<file path="src/include/nv_pkg.sv">
// constants shared by the nonvolatile access block and its store
package nv_pkg;
   // ===========================================================
   // register offsets on the bus (byte addresses)
   localparam logic [7:0] OFS_ADDR = 8'h00; // nv_addr_reg
   localparam logic [7:0] OFS_DATA = 8'h04; // nv_data_reg
   localparam logic [7:0] OFS_BANK = 8'h08; // bank_select
   localparam logic [7:0] OFS_PTR = 8'h0C; // indirect_pointer
   localparam logic [7:0] OFS_PORT = 8'h10; // indirect_access_port
   localparam logic [7:0] OFS_IRQ_EN = 8'h14; // interrupt enables
   localparam logic [7:0] OFS_IRQ_FLAG = 8'h18; // interrupt flags
   // ===========================================================
   // indirect location of nv_ctrl_reg
   localparam logic [7:0] CTRL_PTR_VAL = 8'h40; // pointer value
   localparam logic [7:0] CTRL_BANK_VAL = 8'h01; // bank value
   // ===========================================================
   // field positions
   localparam int BIT_RD = 0; // read strobe
   localparam int BIT_READ_ALLOW = 1; // read_allow
   localparam int BIT_WR = 2; // write strobe
   localparam int BIT_WRITE_ALLOW = 3; // write_allow
   localparam int EN_NV = 0; // nv_irq_allow
   localparam int EN_MF = 1; // multi-function enable
   localparam int EN_GLB = 2; // global_irq_allow
   localparam int FLAG_NV = 0; // nv_irq_flag
   localparam int FLAG_MF = 1; // multi-function flag
   // ===========================================================
   // sizes and reset values
   localparam int NV_AW = 6; // 64 byte locations
   localparam int NV_DW = 8; // byte wide
   localparam logic [7:0] RST_BYTE = 8'h00; // all registers clear
   // ===========================================================
   // timing
   localparam int CLK_PERIOD_NS = 10; // pclk at 100 MHz
   localparam int READ_TIME_NS = 20; // array access time
   localparam int READ_CYCLES =
      (READ_TIME_NS + CLK_PERIOD_NS - 1) / CLK_PERIOD_NS;
   localparam int WRITE_TIME_NS = 2000; // programming time
   localparam int WRITE_CYCLES =
      (WRITE_TIME_NS + CLK_PERIOD_NS - 1) / CLK_PERIOD_NS;
endpackage

</file>
<file path="src/include/nv_mem_if.sv">
// link between the access control logic and the byte store
`timescale 1ns/1ns
`default_nettype none
interface nv_mem_if #(parameter int AW = 6, parameter int DW = 8);
   logic rd_go; // start a read, one cycle
   logic wr_go; // start a write, one cycle
   logic [AW-1:0] addr; // byte address, taken at go
   logic [DW-1:0] wdata; // byte to store, taken at go
   logic [DW-1:0] rdata; // fetched byte
   logic rd_done; // read finished, one cycle
   logic wr_done; // write finished, one cycle
   logic busy; // a cycle is running
   modport ctrl (output rd_go, wr_go, addr, wdata,
      input rdata, rd_done, wr_done, busy);
   modport mem (input rd_go, wr_go, addr, wdata,
      output rdata, rd_done, wr_done, busy);
endinterface
`default_nettype wire

</file>
<file path="src/core/nv_store.sv">
// byte array with read and write cycle timers
`timescale 1ns/1ns
`default_nettype none
module nv_store
   import nv_pkg::*;
#(
   parameter int DEPTH = 64,
   parameter int RD_CYC = READ_CYCLES,
   parameter int WR_CYC = WRITE_CYCLES
)
(
   // clock and reset
   input wire logic pclk,
   input wire logic presetn,
   // control side
   nv_mem_if.mem m
);
   typedef enum logic [1:0] {ST_IDLE, ST_READ, ST_WRITE} st_t;
   // ===========================================================
   // state
   logic [NV_DW-1:0] cells [DEPTH]; // storage
   st_t st, next_st; // cycle state
   logic [15:0] cnt, next_cnt; // cycle timer
   logic [NV_AW-1:0] a, next_a; // latched address
   logic [NV_DW-1:0] wd, next_wd; // latched write byte
   logic [NV_DW-1:0] rd, next_rd; // fetched byte
   logic rdone, next_rdone; // read end pulse
   logic wdone, next_wdone; // write end pulse
   // ===========================================================
   // next state: the write timer counts on its own, bus traffic
   // does not stretch or shorten it
   always_comb
   begin
      next_st = st;
      next_cnt = cnt;
      next_a = a;
      next_wd = wd;
      next_rd = rd;
      next_rdone = 1'b0;
      next_wdone = 1'b0;
      unique case (st)
         ST_IDLE:
         begin
            next_cnt = 16'h0000;
            next_a = m.addr;
            next_wd = m.wdata;
            if (m.rd_go)
               next_st = ST_READ;
            else if (m.wr_go)
               next_st = ST_WRITE;
         end
         ST_READ:
         begin
            next_cnt = cnt + 16'h0001;
            if (cnt == 16'(RD_CYC - 1))
            begin
               next_rd = cells[a];
               next_rdone = 1'b1;
               next_st = ST_IDLE;
            end
         end
         ST_WRITE:
         begin
            next_cnt = cnt + 16'h0001;
            if (cnt == 16'(WR_CYC - 1))
            begin
               next_wdone = 1'b1;
               next_st = ST_IDLE;
            end
         end
      endcase
   end
   // ===========================================================
   // registers
   always_ff @(posedge pclk or negedge presetn)
   begin
      if (!presetn)
      begin
         st <= ST_IDLE;
         cnt <= 16'h0000;
         a <= '0;
         wd <= '0;
         rd <= '0;
         rdone <= 1'b0;
         wdone <= 1'b0;
      end
      else
      begin
         st <= next_st;
         cnt <= next_cnt;
         a <= next_a;
         wd <= next_wd;
         rd <= next_rd;
         rdone <= next_rdone;
         wdone <= next_wdone;
      end
   end
   // ===========================================================
   // array: cells take the byte as the write cycle ends
   always_ff @(posedge pclk)
   begin
      if (st == ST_WRITE && cnt == 16'(WR_CYC - 1))
         cells[a] <= wd;
   end
   assign m.rdata = rd;
   assign m.rd_done = rdone;
   assign m.wr_done = wdone;
   assign m.busy = (st != ST_IDLE);
endmodule // nv_store
`default_nettype wire

</file>
<file path="src/core/nv_access_ctrl.sv">
// bus registers and control for byte access to the data store
//
// Contract
// read strobe starts read, clears when done
// read strobe ignored without read_allow set
// software never sets both strobes together
// software sets read_allow, address, then strobe
// fetched byte held in data register
// software loads address and data first
// write strobe follows write_allow immediately
// write strobe ignored without write_allow set
// write timed by independent internal timer
// write strobe clears at write end
// reset clears write_allow
// reset clears bank_select to first bank
// write end sets nv and mf flags
// interrupt needs all three enables set
// service clears mf flag only
// software masks interrupts around write start
// control reached via pointer and bank
// software keeps write_allow and bank clear
// six-bit address, upper bits read zero
// control bit layout, upper bits zero
// read bounded, strobes blocked while busy
//
// Design decisions made here: the placing of the registers and the APB interface to the registers.
`timescale 1ns/1ns
`default_nettype none
module nv_access_ctrl
   import nv_pkg::*;
#(
   parameter int DEPTH = 64,
   parameter int WR_CYC = WRITE_CYCLES
)
(
   // clock and reset
   input wire logic pclk,
   input wire logic presetn,
   // apb slave
   input wire logic psel,
   input wire logic penable,
   input wire logic pwrite,
   input wire logic [7:0] paddr,
   input wire logic [31:0] pwdata,
   output logic [31:0] prdata,
   output logic pready,
   output logic pslverr,
   // interrupt
   input wire logic irq_ack,
   output logic irq_req
);
   // ===========================================================
   // state
   logic [NV_AW-1:0] nv_addr_reg, next_addr; // byte address
   logic [NV_DW-1:0] nv_data_reg, next_data; // byte data
   logic [7:0] bank_select, next_bank; // bank selector
   logic [7:0] indirect_pointer, next_ptr; // indirect pointer
   logic write_allow, next_write_allow; // write enable
   logic wr_strobe, next_wr; // write running
   logic read_allow, next_read_allow; // read enable
   logic rd_strobe, next_rd; // read running
   logic nv_irq_allow, next_nv_en; // nv interrupt enable
   logic mf_irq_allow, next_mf_en; // multi-function enable
   logic global_irq_allow, next_glb; // global enable
   logic nv_irq_flag, next_nv_flag; // nv request
   logic mf_irq_flag, next_mf_flag; // multi-function request
   logic [31:0] next_prdata; // read data for the access
   // ===========================================================
   // decode
   logic wr_acc; // write access phase
   logic setup; // setup phase
   logic ctrl_sel; // indirect port maps control
   logic busy_any; // any cycle running
   logic start_rd; // launch a read
   logic start_wr; // launch a write
   logic mapped; // address known
   logic [7:0] ctrl_view; // control register image
   nv_mem_if #(.AW(NV_AW), .DW(NV_DW)) mif ();
   // bus phases
   assign wr_acc = psel & penable & pwrite;
   assign setup = psel & ~penable;
   // control register only behind pointer and bank
   assign ctrl_sel = (bank_select == CTRL_BANK_VAL) &&
      (indirect_pointer == CTRL_PTR_VAL);
   // no new strobe while a cycle runs
   assign busy_any = mif.busy | rd_strobe | wr_strobe;
   // read needs read_allow already set
   assign start_rd = wr_acc && paddr == OFS_PORT && ctrl_sel &&
      pwdata[BIT_RD] && !pwdata[BIT_WR] && read_allow &&
      !busy_any;
   // write needs write_allow already set
   assign start_wr = wr_acc && paddr == OFS_PORT && ctrl_sel &&
      pwdata[BIT_WR] && write_allow && !busy_any;
   // ===========================================================
   // store interface
   assign mif.rd_go = start_rd;
   assign mif.wr_go = start_wr;
   assign mif.addr = nv_addr_reg;
   assign mif.wdata = nv_data_reg;
   // array and cycle timers
   nv_store #(.DEPTH(DEPTH), .RD_CYC(READ_CYCLES),
      .WR_CYC(WR_CYC)) u_store
   (
      .pclk(pclk),
      .presetn(presetn),
      .m(mif.mem)
   );
   // ===========================================================
   // control image: four bits, upper bits zero
   assign ctrl_view = {4'h0, write_allow, wr_strobe, read_allow,
      rd_strobe};
   // known addresses
   always_comb
   begin
      unique case (paddr)
         OFS_ADDR, OFS_DATA, OFS_BANK, OFS_PTR, OFS_PORT,
         OFS_IRQ_EN, OFS_IRQ_FLAG: mapped = 1'b1;
         default: mapped = 1'b0;
      endcase
   end
   // ===========================================================
   // next register values
   always_comb
   begin
      next_addr = nv_addr_reg;
      next_data = nv_data_reg;
      next_bank = bank_select;
      next_ptr = indirect_pointer;
      next_write_allow = write_allow;
      next_read_allow = read_allow;
      next_nv_en = nv_irq_allow;
      next_mf_en = mf_irq_allow;
      next_glb = global_irq_allow;
      next_nv_flag = nv_irq_flag;
      next_mf_flag = mf_irq_flag;
      // software writes
      if (wr_acc)
      begin
         unique case (paddr)
            OFS_ADDR: next_addr = pwdata[NV_AW-1:0];
            OFS_DATA: next_data = pwdata[NV_DW-1:0];
            OFS_BANK: next_bank = pwdata[7:0];
            OFS_PTR: next_ptr = pwdata[7:0];
            OFS_PORT:
            begin
               // allow bits only through the indirect path
               if (ctrl_sel)
               begin
                  next_write_allow = pwdata[BIT_WRITE_ALLOW];
                  next_read_allow = pwdata[BIT_READ_ALLOW];
               end
            end
            OFS_IRQ_EN:
            begin
               next_nv_en = pwdata[EN_NV];
               next_mf_en = pwdata[EN_MF];
               next_glb = pwdata[EN_GLB];
            end
            OFS_IRQ_FLAG:
            begin
               next_nv_flag = pwdata[FLAG_NV];
               next_mf_flag = pwdata[FLAG_MF];
            end
            default: ;
         endcase
      end
      // fetched byte wins over a software write
      if (mif.rd_done)
         next_data = mif.rdata;
      // service clears only the multi-function flag
      if (irq_ack)
         next_mf_flag = 1'b0;
      // write end sets both flags, set wins over clear
      if (mif.wr_done)
      begin
         next_nv_flag = 1'b1;
         next_mf_flag = 1'b1;
      end
      // strobes set by launch, cleared by hardware only
      next_rd = start_rd ? 1'b1 :
         (mif.rd_done ? 1'b0 : rd_strobe);
      next_wr = start_wr ? 1'b1 :
         (mif.wr_done ? 1'b0 : wr_strobe);
      // read data captured in the setup phase
      next_prdata = prdata;
      if (setup)
      begin
         unique case (paddr)
            OFS_ADDR: next_prdata = {26'h000_0000, nv_addr_reg};
            OFS_DATA: next_prdata = {24'h00_0000, nv_data_reg};
            OFS_BANK: next_prdata = {24'h00_0000, bank_select};
            OFS_PTR: next_prdata = {24'h00_0000, indirect_pointer};
            OFS_PORT: next_prdata = ctrl_sel ?
               {24'h00_0000, ctrl_view} : 32'h0000_0000;
            OFS_IRQ_EN: next_prdata = {29'h0000_0000,
               global_irq_allow, mf_irq_allow, nv_irq_allow};
            OFS_IRQ_FLAG: next_prdata = {30'h0000_0000,
               mf_irq_flag, nv_irq_flag};
            default: next_prdata = 32'h0000_0000;
         endcase
      end
   end
   // ===========================================================
   // registers: power-on clears every control bit
   always_ff @(posedge pclk or negedge presetn)
   begin
      if (!presetn)
      begin
         nv_addr_reg <= '0;
         nv_data_reg <= RST_BYTE;
         bank_select <= RST_BYTE;
         indirect_pointer <= RST_BYTE;
         write_allow <= 1'b0;
         wr_strobe <= 1'b0;
         read_allow <= 1'b0;
         rd_strobe <= 1'b0;
         nv_irq_allow <= 1'b0;
         mf_irq_allow <= 1'b0;
         global_irq_allow <= 1'b0;
         nv_irq_flag <= 1'b0;
         mf_irq_flag <= 1'b0;
         prdata <= 32'h0000_0000;
      end
      else
      begin
         nv_addr_reg <= next_addr;
         nv_data_reg <= next_data;
         bank_select <= next_bank;
         indirect_pointer <= next_ptr;
         write_allow <= next_write_allow;
         wr_strobe <= next_wr;
         read_allow <= next_read_allow;
         rd_strobe <= next_rd;
         nv_irq_allow <= next_nv_en;
         mf_irq_allow <= next_mf_en;
         global_irq_allow <= next_glb;
         nv_irq_flag <= next_nv_flag;
         mf_irq_flag <= next_mf_flag;
         prdata <= next_prdata;
      end
   end
   // ===========================================================
   // bus answers: no wait states, error on unknown address
   assign pready = 1'b1;
   assign pslverr = psel & penable & ~mapped;
   // request needs all three enables and both flags
   assign irq_req = nv_irq_flag & mf_irq_flag & nv_irq_allow &
      mf_irq_allow & global_irq_allow;
   // ===========================================================
   // checks
   localparam int RD_LIM = 6; // read must end by then
endmodule // nv_access_ctrl
`default_nettype wire

</file>
<file path="config.mk">
export PLATFORM = sky130hd
export DESIGN_NAME = nv_access_ctrl
export DESIGN_NICKNAME = d
export VERILOG_FILES = /design/src/include/nv_pkg.sv /design/src/include/nv_mem_if.sv /design/src/core/nv_store.sv /design/src/core/nv_access_ctrl.sv
export SDC_FILE = /design/constraint.sdc
export NUM_CORES = 1
export LEC_CHECK = 0
export BUFFER_PORTS_ARGS = -buffer_cell sky130_fd_sc_hd__buf_4
export CAP_MARGIN = 30
export CORE_MARGIN = 8
export CORE_UTILIZATION = 45
export CTS_CLUSTER_DIAMETER = 100
export DETAILED_ROUTE_END_ITERATION = 16
export HOLD_SLACK_MARGIN = 0.08
export SLEW_MARGIN = 20
export SYNTH_ARGS = -nofsm -noshare
export SYNTH_HDL_FRONTEND = slang
export SYNTH_SLANG_ARGS = --single-unit
</file>
<file path="constraint.sdc">
create_clock -name pclk -period 3.2 [get_ports pclk]
set_clock_uncertainty 0.15 [all_clocks]
set_input_delay 0.64 -clock pclk [delete_from_list [all_inputs] [get_ports pclk]]
set_output_delay 0.64 -clock pclk [all_outputs]
set_load 0.1 [all_outputs]
</file>
After elaboration in Yosys (flattened, before gate mapping):

Memories as Yosys holds them, arrays and structs flattened. A register that Yosys moved wholly into a read port is not among the register bits.
Index checks and enable logic that the tools add are counted.

* output and inout bits: 35
* bits of input ports: 46
* memory bits (writable): 512
* memories: 1
* register bits: 105
* logic and storage cells: 115

* reduce and logical (&&, ||, !) cells: 37
* equality and inequality tests: 15
* bitwise gates (word level): 12
* mux-type cells: 29
* add/subtract/negate cells: 1

Memory list
* u_store.cells: words 64, width 8, rd ports 1, clocked after Yosys merged registers in 1, wr ports 1, RTL line nv_store.sv:21 `logic [NV_DW-1:0] cells [DEPTH];`

Operators by type and width (count)
* $pmux 8 s7: 1
* $pmux 16 s2: 1
* $eq 8x5->1 const B: 3
* $mux 8: 3
* $mux 1: 18
* $add 16x1->16 const B: 1
* $eq 16x1->1 const B: 1
* $eq 16x8->1 const B: 1
* $eq 8x4->1 const B: 2
* $reduce_and 2->1: 8
* $reduce_bool 2->1: 7
* $logic_and 1x1->1: 11
* $and 1x1->1: 8
* $eq 8x1->1 const B: 1
* $eq 8x3->1 const B: 1
* $eq 8x7->1 const B: 1
* $logic_not 8->1: 1
* $mux 2: 4
* $reduce_or 7->1: 1
* $pmux 2 s3: 1
* $reduce_and 3->1: 2
* $reduce_bool 3->1: 2
* $mux 4: 1
* $ne 2x1->1 const B: 2
* other kinds (8): 12

Logic depth before layout (Yosys ltp):

* depth in word-level cells: 10
* mapped depth: 10
* gate-level depth less buffers: 7

Hierarchy:

A second synthesis with hierarchy kept.

* cells, all modules: 1517
* area total of the unflattened synthesis: 24639.9 sq um

By module, submodules not included
* nv_store: cells each 1281, seq. area each 16425.8 sq um, area each 22012.4 sq um, times used 1
* nv_access_ctrl: cells each 236, seq. area each 1176.1 sq um, area each 2627.5 sq um, times used 1

Least setup slack after synthesis:

No wires, ideal clock.

* path kind: flip-flop to flip-flop
* from: reg u_store.a[2]
* to: mem u_store.cells[63][0] (enable)
* path buffers: 5
* setup time: 0.371 ns
* setup slack: 0.339 ns
* required time: 2.679 ns
* stages on the path, launching flop included: 9
* clock period less this slack: 2.861 ns
* data arrival time: 2.340 ns
* cells stage by stage: dfrtp_1 buf_2 buf_2 buf_1 buf_2 clkbuf_1 and2_1 nand2_1 nor2_1

RTL lines
* from (decl): RTL line nv_store.sv:24 `logic [NV_AW-1:0] a, next_a;`
* from (signal assigned): RTL line nv_store.sv:91 `a <= next_a;`
* to (decl): RTL line nv_store.sv:21

No word-level cell before the write port.

Final worst setup path:

* from: reg u_store.cnt[5]
* to: mem u_store.cells[16][1] (enable)

* word-level cells in the longest chain between the ends: 4

Ends and longest elaborated chain
* from (decl): RTL line nv_store.sv:23 `logic [15:0] cnt, next_cnt;`
* from (signal assigned): RTL line nv_store.sv:90 `cnt <= next_cnt;`
* $eq 16x8->1: RTL line nv_store.sv:102 `if (st == ST_WRITE && cnt == 16'(WR_CYC - 1))`
* $logic_and 1x1->1: RTL line nv_store.sv:102
* $mux 1: RTL line nv_store.sv:102
* $mux 1 (not written as such): RTL line nv_store.sv:103 `cells[a] <= wd;`

Every way passes these cells.

==> run metrics <==
status completed; register area share after synthesis 72.19%; Worst path depth 7; Placed Area 26,450 µm²; Final Setup Violations 0; total CTS buffers 60; first-pass GRT wire length 95,840 µm; CP endpoint kind flip-flop; Netlist cell types 73; grt ovf 0; Non-Filler Instances 2,414; slew at the pin with the worst max-slew slack 953.4 ps; CP Cell Sequence nor4_1 > and3_1 > and3_1 > and2_1 > nand2_1 > nor2_1 > buf_4; Post-Synthesis Cells 1,490; DRC Markers 0; Synth Area in Compound Gates 7.538%; worst-skew pair later-pin latency 640 ps; largest family of logic cells by synthesized area multiplexers; Pre-antenna DRT Iters 5; static leakage 8.518 nW; largest net degree at the start of global routing 66; num rows 85; Tot GR Track Use 20.32%; Final Max Tran Viols 0; die width 248.8 µm; CP dominant cell by count and3_1; R2R depth 7; GPL Wtd Cong 0.8700; diode count 0; Hold WC Path Type in2reg; multiplexer area fraction after synthesis 11.14%; Area Overhead vs Synth 16.14%; ANT nets after route 0; Die ar. 61,890 µm²; pwr dens 539.1 nW/µm²; Primary FF master, synth edfxtp_1; die height 248.8 µm; Yosys top cell by area edfxtp_1; Setup crit start kind flip-flop; Clk pin slew, worst setup/hold paths 60 ps; slowest cell on the critical path nand2_1; Via density 5.894; simple-gate area share of the yosys netlist 6.040%; Post-synth EDFFs 512; Boundary Pins 81; post-DP HPWL 42,040 µm; design area 28,320 µm²; CP arrival 3250 ps; CP required 3380 ps; clk root buf clkbuf_16; top cells by area, synth edfxtp_1, dfrtp_1, mux4_2; Avg Cell Area, Syn 16.36 µm²; setup TNS 0 ps; Logic pwr share 1.5%; wirelength, routed 63,890 µm; vias in the first global route 14,460; I/O Buffers 31; Sw Share 20.85%; count leader, synth edfxtp_1; Synth Cell Area 24,380 µm²; fraction of layout cells with a size suffix above 1 25.38%; DP Worst Slack 232.6 ps; Max VDD drop 411.0 µV; fin nets 1,717; Final Hold Viols 0; fin crit share 96.04%; DP Cell Count 2,298; register bit total from synthesis 601; TritonCTS Sinks 601; Post-CTS Setup Bufs 0; worst path bufs/invs 1; DRT iter0 DRCs 1,423; adder-cell share of the synthesized area 0.2566%; RSZ-0062 raised after global routing no; delay-heaviest family, CP simple AND/OR/NAND/NOR gates; WHS Path Cells 2; post-synth top area share 63.05%; initial antenna violation count 0; slew margin rel. 36.44%; Final min period 3073 ps; clock power share 43.5%; sequential cell fraction of total power 55.0%; Max-Cap Viols 0; maximum clock path buffer count 3; core area 53,710 µm²; worst-path fanout max 8; CTS tree done; NetSw 3.183 mW; Final WS setup 126.6 ps; slowest cell delay on critical path 450 ps; P_int 12.08 mW; ys async rst share 14.81%; via count 14,230; Synth Area in XOR/XNOR 0.4670%; CP Class reg2reg; Post-synth top cells edfxtp_1, nor2_1, dfrtp_1, nand2_1; total of warnings raised by yosys 0; fmax 0.3254 GHz; routed length per instance 26.47 µm; Initial Utilization 45.40%; H-tree levels 2
-- path summary, 6_finish.rpt --
| check | start | end | slack (ps) |
|---|---|---|---|
| setup / recovery | u_store.cnt[5] | u_store.cells[16][1] | 130 |
| hold / removal | pwdata[7] | bank_select[7] | 140 |
| setup reg to reg | u_store.cnt[5] | u_store.cells[16][1] | 130 |
| hold reg to reg | prdata[3] | prdata[3] | 330 |
| max in group asynchronous | presetn | u_store.wd[0] | 2000 |
| min in group asynchronous | presetn | nv_irq_allow | 240 |
-- per-layer routing --
metal | share of wire, % | vias up | track usage, %
met3 | 6.7 | 121 | 3.035
met5 | 0 | - | 0
li1 | - | 6201 | -
met2 | 47 | 586 | 32.79
met1 | 43 | 7321 | 27.89
met4 | 3.3 | 0 | 7.419
-- cells in the final DEF, fill, tap and decap left out, types with 7 or more instances in the layout --
cell / count
mux2_2: 73
nor3_1: 7
clkbuf_16: 60
o22ai_1: 14
nand3_1: 24
mux2i_1: 73
o211ai_1: 7
and3_1: 10
a221oi_1: 26
dfrtp_1: 78
dfrtp_2: 7
a22oi_1: 41
mux4_2: 51
xnor2_1: 9
clkinv_2: 14
a221o_1: 19
buf_4: 188
nor2b_1: 13
o21ai_0: 44
edfxtp_1: 512
clkbuf_1: 14
buf_12: 9
nor2_1: 95
a22o_1: 11
a31oi_1: 8
nor4_1: 10
inv_1: 7
conb_1: 25
and2_1: 20
clkinv_1: 15
nand2_1: 77
a21oi_1: 36
a21o_1: 8
-- cell families after synthesis --
family / count (synthesis)
flops: 601
other cells: 2
compound gates: 254
buf+inv: 118
simple gates: 299
xor+xnor: 13
mux: 198
fa+ha+maj: 5
-- registers in the layout, indices dropped and copies added, names as in the netlist, 2 cells and up --
register and count:
prdata 8, u_store.a 6, indirect_pointer 8, u_store.cnt 16, u_store.st 2, u_store.m.rdata 8
u_store.cells 512, u_store.wd 8, mif.addr 6, bank_select 8, mif.wdata 8
-- layout make-up --
class | count | area (µm²)
Clock buffer | 75 | 1568
Clock inverter | 39 | 281.5
Fill cell | 4417 | 25390
Inverter | 9 | 33.78
Multi-Input combinational cell | 794 | 6300
Sequential cell | 601 | 17630
Tap cell | 696 | 870.8
Timing Repair Buffer | 200 | 1639
-- power groups by stage --
| stage | sequential [mW] | clock [mW] | combinational, mW |
|---|---|---|---|
| floorplan | 8.56 | 0 | 0.187 |
| finish | 8.40 | 6.63 | 0.231 |
| global placement | 8.56 | 0 | 0.229 |
| detailed placement | 8.56 | 0 | 0.230 |
| CTS | 8.40 | 6.78 | 0.232 |
| global route | 8.40 | 7.06 | 0.245 |
-- timing repair --
| item | 4_1_cts | 5_1_grt |
|---|---|---|
| hold buffers | 2 | 0 |
| endpoints found under the hold margin | 90 | 0 |
| resized for setup | 0 | 0 |
-- through the flow --
step / hold slack [ps] / util (%) / total power, mW
final: 137.1 / 52.73 / 15.27
after global routing: 128.3 / 52.73 / 15.70
after CTS: 103.5 / 52.73 / 15.41
after detailed placement: 322.7 / 49.25 / 8.794
after global placement: 313.2 / 49.18 / 8.793
after floorplan: 194.4 / - / 8.751
(Power assumes the default switching activity.)
